File: src/design/gcr_pkg.sv
// Package with offsets, field positions, masks and reset values of the global configuration registers.
package gcr_pkg;
	localparam int          GCR_ADDR_W         = 12;
	localparam logic [11:0] GCR_OFF_BANK_SEL   = 12'h000;
	localparam logic [11:0] GCR_OFF_MASTER_ONE = 12'h001;
	localparam logic [11:0] GCR_OFF_MASTER_TWO = 12'h002;
	localparam logic [11:0] GCR_OFF_IN_CLK_EN  = 12'h004;
	localparam logic [11:0] GCR_OFF_OUT_EN_LO  = 12'h005;
	localparam logic [11:0] GCR_OFF_OUT_EN_HI  = 12'h006;
	localparam logic [11:0] GCR_OFF_MUX_ONE    = 12'h007;
	localparam logic [11:0] GCR_OFF_MUX_TWO    = 12'h008;
	localparam logic [11:0] GCR_OFF_HALT_LO    = 12'h009;
	localparam logic [11:0] GCR_OFF_HALT_HI    = 12'h00a;
	localparam logic [11:0] GCR_OFF_DEV_ADDR   = 12'h011;
	localparam logic [11:0] GCR_NVM_BASE       = 12'h001;
	localparam int          GCR_BIT_BANK_SEL   = 7;
	localparam int          GCR_BIT_SOFT_RST   = 7;
	localparam int          GCR_BIT_HARD_RST   = 6;
	localparam int          GCR_BIT_GLOBAL_HLT = 5;
	localparam int          GCR_BIT_RING_OFF   = 3;
	localparam int          GCR_BIT_OPEN_DRAIN = 1;
	localparam logic [7:0]  GCR_MASK_BANK_SEL  = 8'h80;
	localparam logic [7:0]  GCR_MASK_MASTER1   = 8'hea;
	localparam logic [7:0]  GCR_MASK_MASTER2   = 8'h03;
	localparam logic [7:0]  GCR_MASK_IN_CLK    = 8'h07;
	localparam logic [7:0]  GCR_MASK_OUT_LO    = 8'hff;
	localparam logic [7:0]  GCR_MASK_OUT_HI    = 8'h03;
	localparam logic [7:0]  GCR_MASK_MUX       = 8'h3f;
	localparam logic [7:0]  GCR_MASK_DEV_ADDR  = 8'h7f;
	localparam logic [7:0]  GCR_RST_REG        = 8'h00;
	localparam logic [6:0]  GCR_RST_DEV_ADDR   = 7'h74;
	localparam logic [1:0]  GCR_XTAL_OFF       = 2'h0;
	localparam logic [1:0]  GCR_XTAL_DRIVER    = 2'h1;
	localparam logic [1:0]  GCR_XTAL_SINGLE    = 2'h2;
	localparam logic [1:0]  GCR_PATH_ONE       = 2'h1;
	localparam logic [1:0]  GCR_PATH_TWO       = 2'h3;
	localparam logic [3:0]  GCR_HALT_SRC_REG   = 4'h1;
endpackage : gcr_pkg

File: src/design/gcr_global_config.sv
// Global configuration register bank of a programmable clock fanout buffer.
`timescale 1ns/1ps

// Contract
// [RL1] Bank select maps addresses 0x1 up to NVM
// [RL2] NVM mapping only on variants with NVM
// [RL3] ROM window select beats bank select
// [RL4] Soft reset clears all but listed exceptions
// [RL5] Soft reset: no pin latch, no boot
// [RL6] Hard reset acts like reset pin
// [RL7] Global halt stops outputs with source 0001
// [RL8] Output halt is global OR per-output bit
// [RL9] Halt low bits 7..0 drive outputs 8..1
// [RL10] Halt high bits 1..0 drive outputs 10..9
// [RL11] Ring oscillator off only after autoconfig
// [RL12] Open-drain serial out drives low only
// [RL13] Crystal pin mode decodes three codes; code 3 acts as off
// [RL14] Input clock enables for inputs 3..1
// [RL15] Output enable bits gate each output
// [RL16] Rev A: software enables output per bank
// [RL17] Mux one selects paths of groups A-C
// [RL18] Mux two selects paths of groups D-F
// [RL19] Bus address immune to soft/hard reset
// [RL20] Reserved bits read zero, writes ignored
module gcr_global_config
	import gcr_pkg::*;
#(
	parameter bit HAS_NVM = 1'b1
) (
	input  wire logic                  I_CLOCK,
	input  wire logic                  I_RESET,
	input  wire logic                  I_EXTERNAL_RESET_PIN_N,
	input  wire logic [1:0]            I_IF_PINS,
	input  wire logic [GCR_ADDR_W-1:0] I_ADDR,
	input  wire logic                  I_WRITE,
	input  wire logic                  I_READ,
	input  wire logic [7:0]            I_WDATA,
	output logic      [7:0]            O_RDATA,
	input  wire logic                  I_ROM_WINDOW_SELECT,
	input  wire logic                  I_AUTOCONFIG_DONE,
	input  wire logic [39:0]           I_HALT_SOURCE_SELECT,
	input  wire logic                  I_MISO_DATA,
	input  wire logic                  I_MISO_DRIVE,
	output logic                       O_MISO,
	output logic                       O_MISO_OE,
	output logic                       O_MAP_NVM,
	output logic                       O_SOFT_RESET,
	output logic                       O_HARD_RESET,
	output logic                       O_LATCH_PIN_DEFAULTS,
	output logic                       O_BOOT_START,
	output logic                       O_RING_OSC_POWER_DOWN,
	output logic                       O_CRYSTAL_DRIVER_EN,
	output logic                       O_CRYSTAL_PIN_A_INPUT_EN,
	output logic                       O_CRYSTAL_PIN_B_FLOAT,
	output logic      [2:0]            O_INPUT_CLOCK_EN,
	output logic      [9:0]            O_OUTPUT_EN,
	output logic      [5:0]            O_GROUP_PATH_ONE,
	output logic      [5:0]            O_GROUP_PATH_TWO,
	output logic      [9:0]            O_OUTPUT_HALT,
	output logic      [6:0]            O_TWO_WIRE_DEV_ADDR
);

	// Decodes a two-bit path field; unused codes select neither path.
	function automatic logic [1:0] path_decode(input logic [1:0] code);
		path_decode = {code == GCR_PATH_TWO, code == GCR_PATH_ONE};
	endfunction : path_decode

	logic       pin_meta_q;
	logic       pin_sync_q;
	logic [1:0] if_meta_q;
	logic [1:0] if_sync_q;
	logic       ext_rst_q;
	logic       boot_q;
	logic [7:0] bank_q;
	logic       soft_q;
	logic       hard_q;
	logic [7:0] master1_q;
	logic [7:0] master2_q;
	logic [7:0] in_clk_q;
	logic [7:0] out_lo_q;
	logic [7:0] out_hi_q;
	logic [7:0] mux1_q;
	logic [7:0] mux2_q;
	logic [7:0] halt_lo_q;
	logic [7:0] halt_hi_q;
	logic [6:0] dev_addr_q;
	logic       ext_rst;
	logic       cfg_clear;
	logic       bank_write;
	logic [7:0] rdata_d;
	logic [9:0] halt_bits;
	logic [11:0] paths;

	// Reset pin and interface pins are synchronised separately; only the second stage is read.
	always_ff @(posedge I_CLOCK) begin
		if (I_RESET) begin
			pin_meta_q <= 1'b0;
			pin_sync_q <= 1'b0;
		end else begin
			pin_meta_q <= I_EXTERNAL_RESET_PIN_N;
			pin_sync_q <= pin_meta_q;
		end
	end

	always_ff @(posedge I_CLOCK) begin
		if (I_RESET) begin
			if_meta_q <= 2'h0;
			if_sync_q <= 2'h0;
		end else begin
			if_meta_q <= I_IF_PINS;
			if_sync_q <= if_meta_q;
		end
	end

	assign ext_rst = I_RESET | ~pin_sync_q;
	// Hard reset bit clears what the reset pin clears except itself and the device address; soft reset spares the reset bits.
	assign cfg_clear = ext_rst | hard_q | soft_q; // [RL4] [RL6]
	// While the upper space is handed to NVM the bank ignores accesses above offset 0.
	assign O_MAP_NVM  = HAS_NVM & bank_q[GCR_BIT_BANK_SEL] & ~I_ROM_WINDOW_SELECT; // [RL1] [RL2] [RL3]
	assign bank_write = I_WRITE & ~(O_MAP_NVM & (I_ADDR >= GCR_NVM_BASE));

	// Pin defaults are latched and boot is started only when a pin or hard reset ends.
	always_ff @(posedge I_CLOCK) begin
		if (I_RESET) begin
			ext_rst_q <= 1'b1;
			boot_q    <= 1'b0;
		end else begin
			ext_rst_q <= ext_rst | hard_q;
			boot_q    <= ext_rst_q & ~(ext_rst | hard_q); // [RL5] [RL6]
		end
	end
	assign O_LATCH_PIN_DEFAULTS = boot_q;
	assign O_BOOT_START         = boot_q;

	always_ff @(posedge I_CLOCK) begin
		if (ext_rst) begin
			hard_q <= 1'b0;
		end else if (bank_write && I_ADDR == GCR_OFF_MASTER_ONE) begin
			hard_q <= I_WDATA[GCR_BIT_HARD_RST]; // [RL6]
		end
	end

	always_ff @(posedge I_CLOCK) begin
		if (ext_rst || hard_q) begin
			soft_q <= 1'b0;
		end else if (bank_write && I_ADDR == GCR_OFF_MASTER_ONE) begin
			soft_q <= I_WDATA[GCR_BIT_SOFT_RST]; // [RL4]
		end
	end

	// Each register has its own block; cfg_clear covers pin, hard and soft reset alike.
	always_ff @(posedge I_CLOCK) begin
		if (cfg_clear) begin
			bank_q <= GCR_RST_REG;
		end else if (bank_write && I_ADDR == GCR_OFF_BANK_SEL) begin
			bank_q <= I_WDATA & GCR_MASK_BANK_SEL; // [RL20]
		end
	end

	always_ff @(posedge I_CLOCK) begin
		if (cfg_clear) begin
			master1_q <= GCR_RST_REG;
		end else if (bank_write && I_ADDR == GCR_OFF_MASTER_ONE) begin
			master1_q <= I_WDATA & GCR_MASK_MASTER1 & 8'h2f;
			// The ring oscillator clocks autoconfig, so it may only stop afterwards.
			master1_q[GCR_BIT_RING_OFF] <= I_WDATA[GCR_BIT_RING_OFF] & I_AUTOCONFIG_DONE; // [RL11]
		end
	end

	always_ff @(posedge I_CLOCK) begin
		if (cfg_clear) begin
			master2_q <= GCR_RST_REG;
		end else if (bank_write && I_ADDR == GCR_OFF_MASTER_TWO) begin
			master2_q <= I_WDATA & GCR_MASK_MASTER2;
		end
	end

	always_ff @(posedge I_CLOCK) begin
		if (cfg_clear) begin
			in_clk_q <= GCR_RST_REG;
		end else if (bank_write && I_ADDR == GCR_OFF_IN_CLK_EN) begin
			in_clk_q <= I_WDATA & GCR_MASK_IN_CLK;
		end
	end

	always_ff @(posedge I_CLOCK) begin
		if (cfg_clear) begin
			out_lo_q <= GCR_RST_REG;
		end else if (bank_write && I_ADDR == GCR_OFF_OUT_EN_LO) begin
			out_lo_q <= I_WDATA & GCR_MASK_OUT_LO;
		end
	end

	always_ff @(posedge I_CLOCK) begin
		if (cfg_clear) begin
			out_hi_q <= GCR_RST_REG;
		end else if (bank_write && I_ADDR == GCR_OFF_OUT_EN_HI) begin
			out_hi_q <= I_WDATA & GCR_MASK_OUT_HI;
		end
	end

	always_ff @(posedge I_CLOCK) begin
		if (cfg_clear) begin
			mux1_q <= GCR_RST_REG;
		end else if (bank_write && I_ADDR == GCR_OFF_MUX_ONE) begin
			mux1_q <= I_WDATA & GCR_MASK_MUX;
		end
	end

	always_ff @(posedge I_CLOCK) begin
		if (cfg_clear) begin
			mux2_q <= GCR_RST_REG;
		end else if (bank_write && I_ADDR == GCR_OFF_MUX_TWO) begin
			mux2_q <= I_WDATA & GCR_MASK_MUX;
		end
	end

	always_ff @(posedge I_CLOCK) begin
		if (cfg_clear) begin
			halt_lo_q <= GCR_RST_REG;
		end else if (bank_write && I_ADDR == GCR_OFF_HALT_LO) begin
			halt_lo_q <= I_WDATA & GCR_MASK_OUT_LO;
		end
	end

	always_ff @(posedge I_CLOCK) begin
		if (cfg_clear) begin
			halt_hi_q <= GCR_RST_REG;
		end else if (bank_write && I_ADDR == GCR_OFF_HALT_HI) begin
			halt_hi_q <= I_WDATA & GCR_MASK_OUT_HI;
		end
	end

	// Only the pin reset reloads the device address; soft and hard reset bits leave it alone.
	always_ff @(posedge I_CLOCK) begin
		if (I_RESET) begin
			dev_addr_q <= GCR_RST_DEV_ADDR;
		end else if (~pin_sync_q) begin
			dev_addr_q <= {GCR_RST_DEV_ADDR[6:2], if_sync_q}; // [RL19]
		end else if (bank_write && I_ADDR == GCR_OFF_DEV_ADDR) begin
			dev_addr_q <= I_WDATA[6:0] & GCR_MASK_DEV_ADDR[6:0];
		end
	end

	always_comb begin
		rdata_d = 8'h00; // [RL20]
		if (!(O_MAP_NVM && I_ADDR >= GCR_NVM_BASE)) begin
			case (I_ADDR)
				GCR_OFF_BANK_SEL:   rdata_d = bank_q;
				GCR_OFF_MASTER_ONE: rdata_d = master1_q | {soft_q, hard_q, 6'h00};
				GCR_OFF_MASTER_TWO: rdata_d = master2_q;
				GCR_OFF_IN_CLK_EN:  rdata_d = in_clk_q;
				GCR_OFF_OUT_EN_LO:  rdata_d = out_lo_q;
				GCR_OFF_OUT_EN_HI:  rdata_d = out_hi_q;
				GCR_OFF_MUX_ONE:    rdata_d = mux1_q;
				GCR_OFF_MUX_TWO:    rdata_d = mux2_q;
				GCR_OFF_HALT_LO:    rdata_d = halt_lo_q;
				GCR_OFF_HALT_HI:    rdata_d = halt_hi_q;
				GCR_OFF_DEV_ADDR:   rdata_d = {1'b0, dev_addr_q};
				default:            rdata_d = 8'h00;
			endcase
		end
	end

	always_ff @(posedge I_CLOCK) begin
		if (I_RESET) begin
			O_RDATA <= 8'h00;
		end else if (I_READ) begin
			O_RDATA <= rdata_d;
		end
	end

	assign O_SOFT_RESET          = soft_q;
	assign O_HARD_RESET          = hard_q;
	assign O_TWO_WIRE_DEV_ADDR   = dev_addr_q;
	assign O_RING_OSC_POWER_DOWN = master1_q[GCR_BIT_RING_OFF]; // [RL11]

	// Open-drain mode never drives a one, so the line relies on its pull-up.
	always_comb begin
		if (master1_q[GCR_BIT_OPEN_DRAIN]) begin
			O_MISO    = 1'b0; // [RL12]
			O_MISO_OE = I_MISO_DRIVE & ~I_MISO_DATA;
		end else begin
			O_MISO    = I_MISO_DATA;
			O_MISO_OE = I_MISO_DRIVE;
		end
	end

	assign O_CRYSTAL_DRIVER_EN      = master2_q[1:0] == GCR_XTAL_DRIVER; // [RL13]
	assign O_CRYSTAL_PIN_A_INPUT_EN = master2_q[1:0] == GCR_XTAL_DRIVER || master2_q[1:0] == GCR_XTAL_SINGLE;
	assign O_CRYSTAL_PIN_B_FLOAT    = master2_q[1:0] != GCR_XTAL_DRIVER;
	assign O_INPUT_CLOCK_EN         = in_clk_q[2:0]; // [RL14]
	assign O_OUTPUT_EN              = {out_hi_q[1:0], out_lo_q}; // [RL15]
	assign halt_bits                = {halt_hi_q[1:0], halt_lo_q}; // [RL9] [RL10]
	assign paths                    = {mux2_q[5:0], mux1_q[5:0]};

	for (genvar g = 0; g < 6; g++) begin : g_group
		logic [1:0] sel;
		assign sel                 = path_decode(paths[2*g +: 2]); // [RL17] [RL18]
		assign O_GROUP_PATH_ONE[g] = sel[0];
		assign O_GROUP_PATH_TWO[g] = sel[1];
	end

	for (genvar o = 0; o < 10; o++) begin : g_halt
		assign O_OUTPUT_HALT[o] = (I_HALT_SOURCE_SELECT[4*o +: 4] == GCR_HALT_SRC_REG)
			& (master1_q[GCR_BIT_GLOBAL_HLT] | halt_bits[o]); // [RL7] [RL8]
	end

endmodule : gcr_global_config

File: config.mk
export PLATFORM = sky130hd
export DESIGN_NAME = gcr_global_config
export DESIGN_NICKNAME = d
export VERILOG_FILES = /design/src/design/gcr_pkg.sv /design/src/design/gcr_global_config.sv
export SDC_FILE = /design/constraint.sdc
export NUM_CORES = 1
export LEC_CHECK = 0
export ABC_AREA = 1
export BUFFER_PORTS_ARGS = -buffer_cell sky130_fd_sc_hd__clkbuf_2
export CELL_PAD_IN_SITES_DETAIL_PLACEMENT = 0
export CELL_PAD_IN_SITES_GLOBAL_PLACEMENT = 2
export CORE_MARGIN = 4
export CORE_UTILIZATION = 28
export DETAILED_ROUTE_END_ITERATION = 8
export MAX_ROUTING_LAYER = met4
export PLACE_DENSITY_LB_ADDON = 0.1
export REMOVE_ABC_BUFFERS = 1
export SLEW_MARGIN = 10
export SYNTH_ARGS = -nofsm -noshare
export SYNTH_HDL_FRONTEND = slang
export SYNTH_SLANG_ARGS = --single-unit
File: constraint.sdc
create_clock -name I_CLOCK -period 4.15 [get_ports I_CLOCK]
set_input_delay 0.83 -clock I_CLOCK [delete_from_list [all_inputs] [get_ports I_CLOCK]]
set_output_delay 0.83 -clock I_CLOCK [all_outputs]
set_load 0.05 [all_outputs]
==> impl_metrics.yaml <==
worst_setup_path:
  crit_path_frequent_cell: "clkbuf_2"
  path_cells: "clkbuf_2 -> nor2_1 -> clkbuf_2"
  cp_slowest_cell: "clkbuf_2"
  r2r-end: "in_clk_q[1]"
  reg2reg_from: "pin_sync_q"
  start_kind: "input pin"
  crit_path_max_incr_delay_ps: 360
  r2r_setup_slack_ps: 2310
  ff2ff_path_depth: 7
  crit_fanout: 3
  crit_required_ps: 3320
  crit_type: "in2out"
  cp_data_arrival_time_ps: 1630
  endpoint_kind: "output pin"
detailed_routing:
  vias: 3659
  firstDrtPassIters: 4
  wl_per_cell_um: 15.6
  viasPerCell: 4.76
  wirelength_um: 12000
  drc: 0
  ant_nets: 0
  drt-initial-drc-count: 206
sta:
  setup_tns_ps: 0
  finalSetupViolations: 0
  hold_viol: 0
  worst_pin_slew_ps: 684
  period_minus_slack_ps: 2460
  worst_clock_skew_ps: 5.31
  fmax_ghz: 0.407
  slew-limit-headroom: 0.542
  fin_crit_sh: 0.592
  drv_slew: 0
  rsz0062_at_grt: "false"
clock_tree:
  path_clk_slew_ps: 50
  insertion_delay_ps: 330
  cts_root_buf: "clkbuf_16"
  tritoncts: "done"
  post_cts.repair.setup_buffers: 0
  cts_resized: 0
  cts.sinks: 66
  cts_buffers: 9
  cts_buffer_depth: 2
  htreeDepth: 3
  cts_hold_buffers: 0
status:
  outcome: "finished, final reports clean"
min_path:
  min_to: "if_sync_q[1]"
  min_from: "if_meta_q[1]"
  min_path_type: "reg2reg"
  holdPathStages: 2
layout:
  nets: 689
  drive_gt1_frac: 0.280
  diodes: 0
  synthToLayoutAreaGrowth_pct: 29.2
  fin_util: 0.369
  layout.cells.non_filler: 768
power:
  vdd_drop_max_mv: 0.126
  power_density_nw_per_um2: 319
  p_total_mw: 1.42
  p_leak_nw: 2.16
synthesis:
  synth_seq_area_share: 0.385
  synth_seq_cells: 66
  synth_cell_types: 30
  yosysWarnings: 0
  ys.flop_type: "dfxtp_1"
  synth.area.top_cells: "dfxtp_1 (38%), nand2_1 (8.3%), a21oi_1 (7.9%)"
  synth_area_leader_cell: "dfxtp_1"
  yosysMostFrequentCell: "nand2_1"
  synth_top_cells_by_count: "nand2_1 (76), dfxtp_1 (66), nor2_1 (61)"
  synth_edf_count: 0
  synth_async_sr_flop_share: 0
  synth_top_area_frac: 0.385
  syn_inst: 490
  syn_avg_cell_area_um2: 7.01
  synth_area_um2: 3440
die:
  die_h_um: 119
  die_area_um2: 14100
  core_area_um2: 12000
  row_count: 40
  die_w_um: 119
  pin_count: 132
  start_util: 0.286
grt:
  grt_pass1_vias: 3433
  antenna_found_initial: 0
  overflow: 0
  grt_max_degree: 38
  grt_pass1_wl_um: 19000
  track_usage: 0.176
placement:
  hpwl_um: 9550
  port_buffers: 131
  gp_congestion: 0.839
  dp_cells: 753
run:
  maxCapViolations: 0
[cell families (layout without fill, tap and decap cells)]
family	Yosys count	after routing	share of synthesized area
compound gates	117	117	0.182
fa+ha+maj	1	1	0.00364
buf+inv	78	209	0.0976
flops	66	66	0.385
simple gates	228	228	0.332
[critical path: cells and delay by family]
family | cells | cell delay, ps
and+or+nand+nor | 1 | 350
buffers and inverters | 2 | 450
[flip-flops by register name (all words and copies together) (netlist names), 3 cells and up]
register,cells
O_TWO_WIRE_DEV_ADDR,7
in_clk_q,3
mux1_q,6
master1_q,3
halt_lo_q,8
mux2_q,6
out_lo_q,8
O_RDATA,8
[per-layer routing]
metal  global-route usage  routed length (µm)  vias up
met5                    -                   0        -
met3               0.0354                 663        8
met1                0.243                5950     1644
met2                0.263                5270      128
li1                     -                   -     1879
met4               0.0478                 124        0
[power breakdown]
group          internal, mW  switching (mW)
registers             0.638         0.00292
logic                0.0386          0.0682
clock network         0.399           0.269
[metrics by stage]
step,hold slack [ps],cell area (µm²),setup slack [ps]
2_1_floorplan,388,3330,1180
3_3_place_gp,390,4180,1400
3_5_place_dp,397,4180,1390
4_1_cts,404,4440,1700
5_1_grt,418,4440,1540
6_report,402,4440,1690
[cells in the final DEF (no fill, tap or decap), types with 12 or more instances in the layout]
cell type / instances
nand3_1: 52
clkbuf_2: 131
o21ai_1: 12
inv_1: 58
nand2_1: 76
dfxtp_1: 66
nor2_1: 61
a21oi_1: 54
o21ai_0: 39
[area by class of cell]
cell class                      instances  area, µm²
Tap cell                              147        184
Multi-Input combinational cell        346       1780
Fill cell                            1309       7570
Inverter                               61        229
Clock buffer                           12        236
Clock inverter                          3       17.5
Timing Repair Buffer                  133        671
Sequential cell                        66       1320
[worst max path at each step]
stage / startpoint / end / cells after the start
floorplan: I_HALT_SOURCE_SELECT[29] / O_OUTPUT_HALT[7] / 3
finish: I_ROM_WINDOW_SELECT / O_MAP_NVM / 3
detailed placement: I_ADDR[3] / O_RDATA[3] / 10
global placement: I_ADDR[3] / O_RDATA[3] / 10
CTS: I_ROM_WINDOW_SELECT / O_MAP_NVM / 3
global route: I_ADDR[3] / O_RDATA[3] / 10
(Power assumes the default switching activity.)
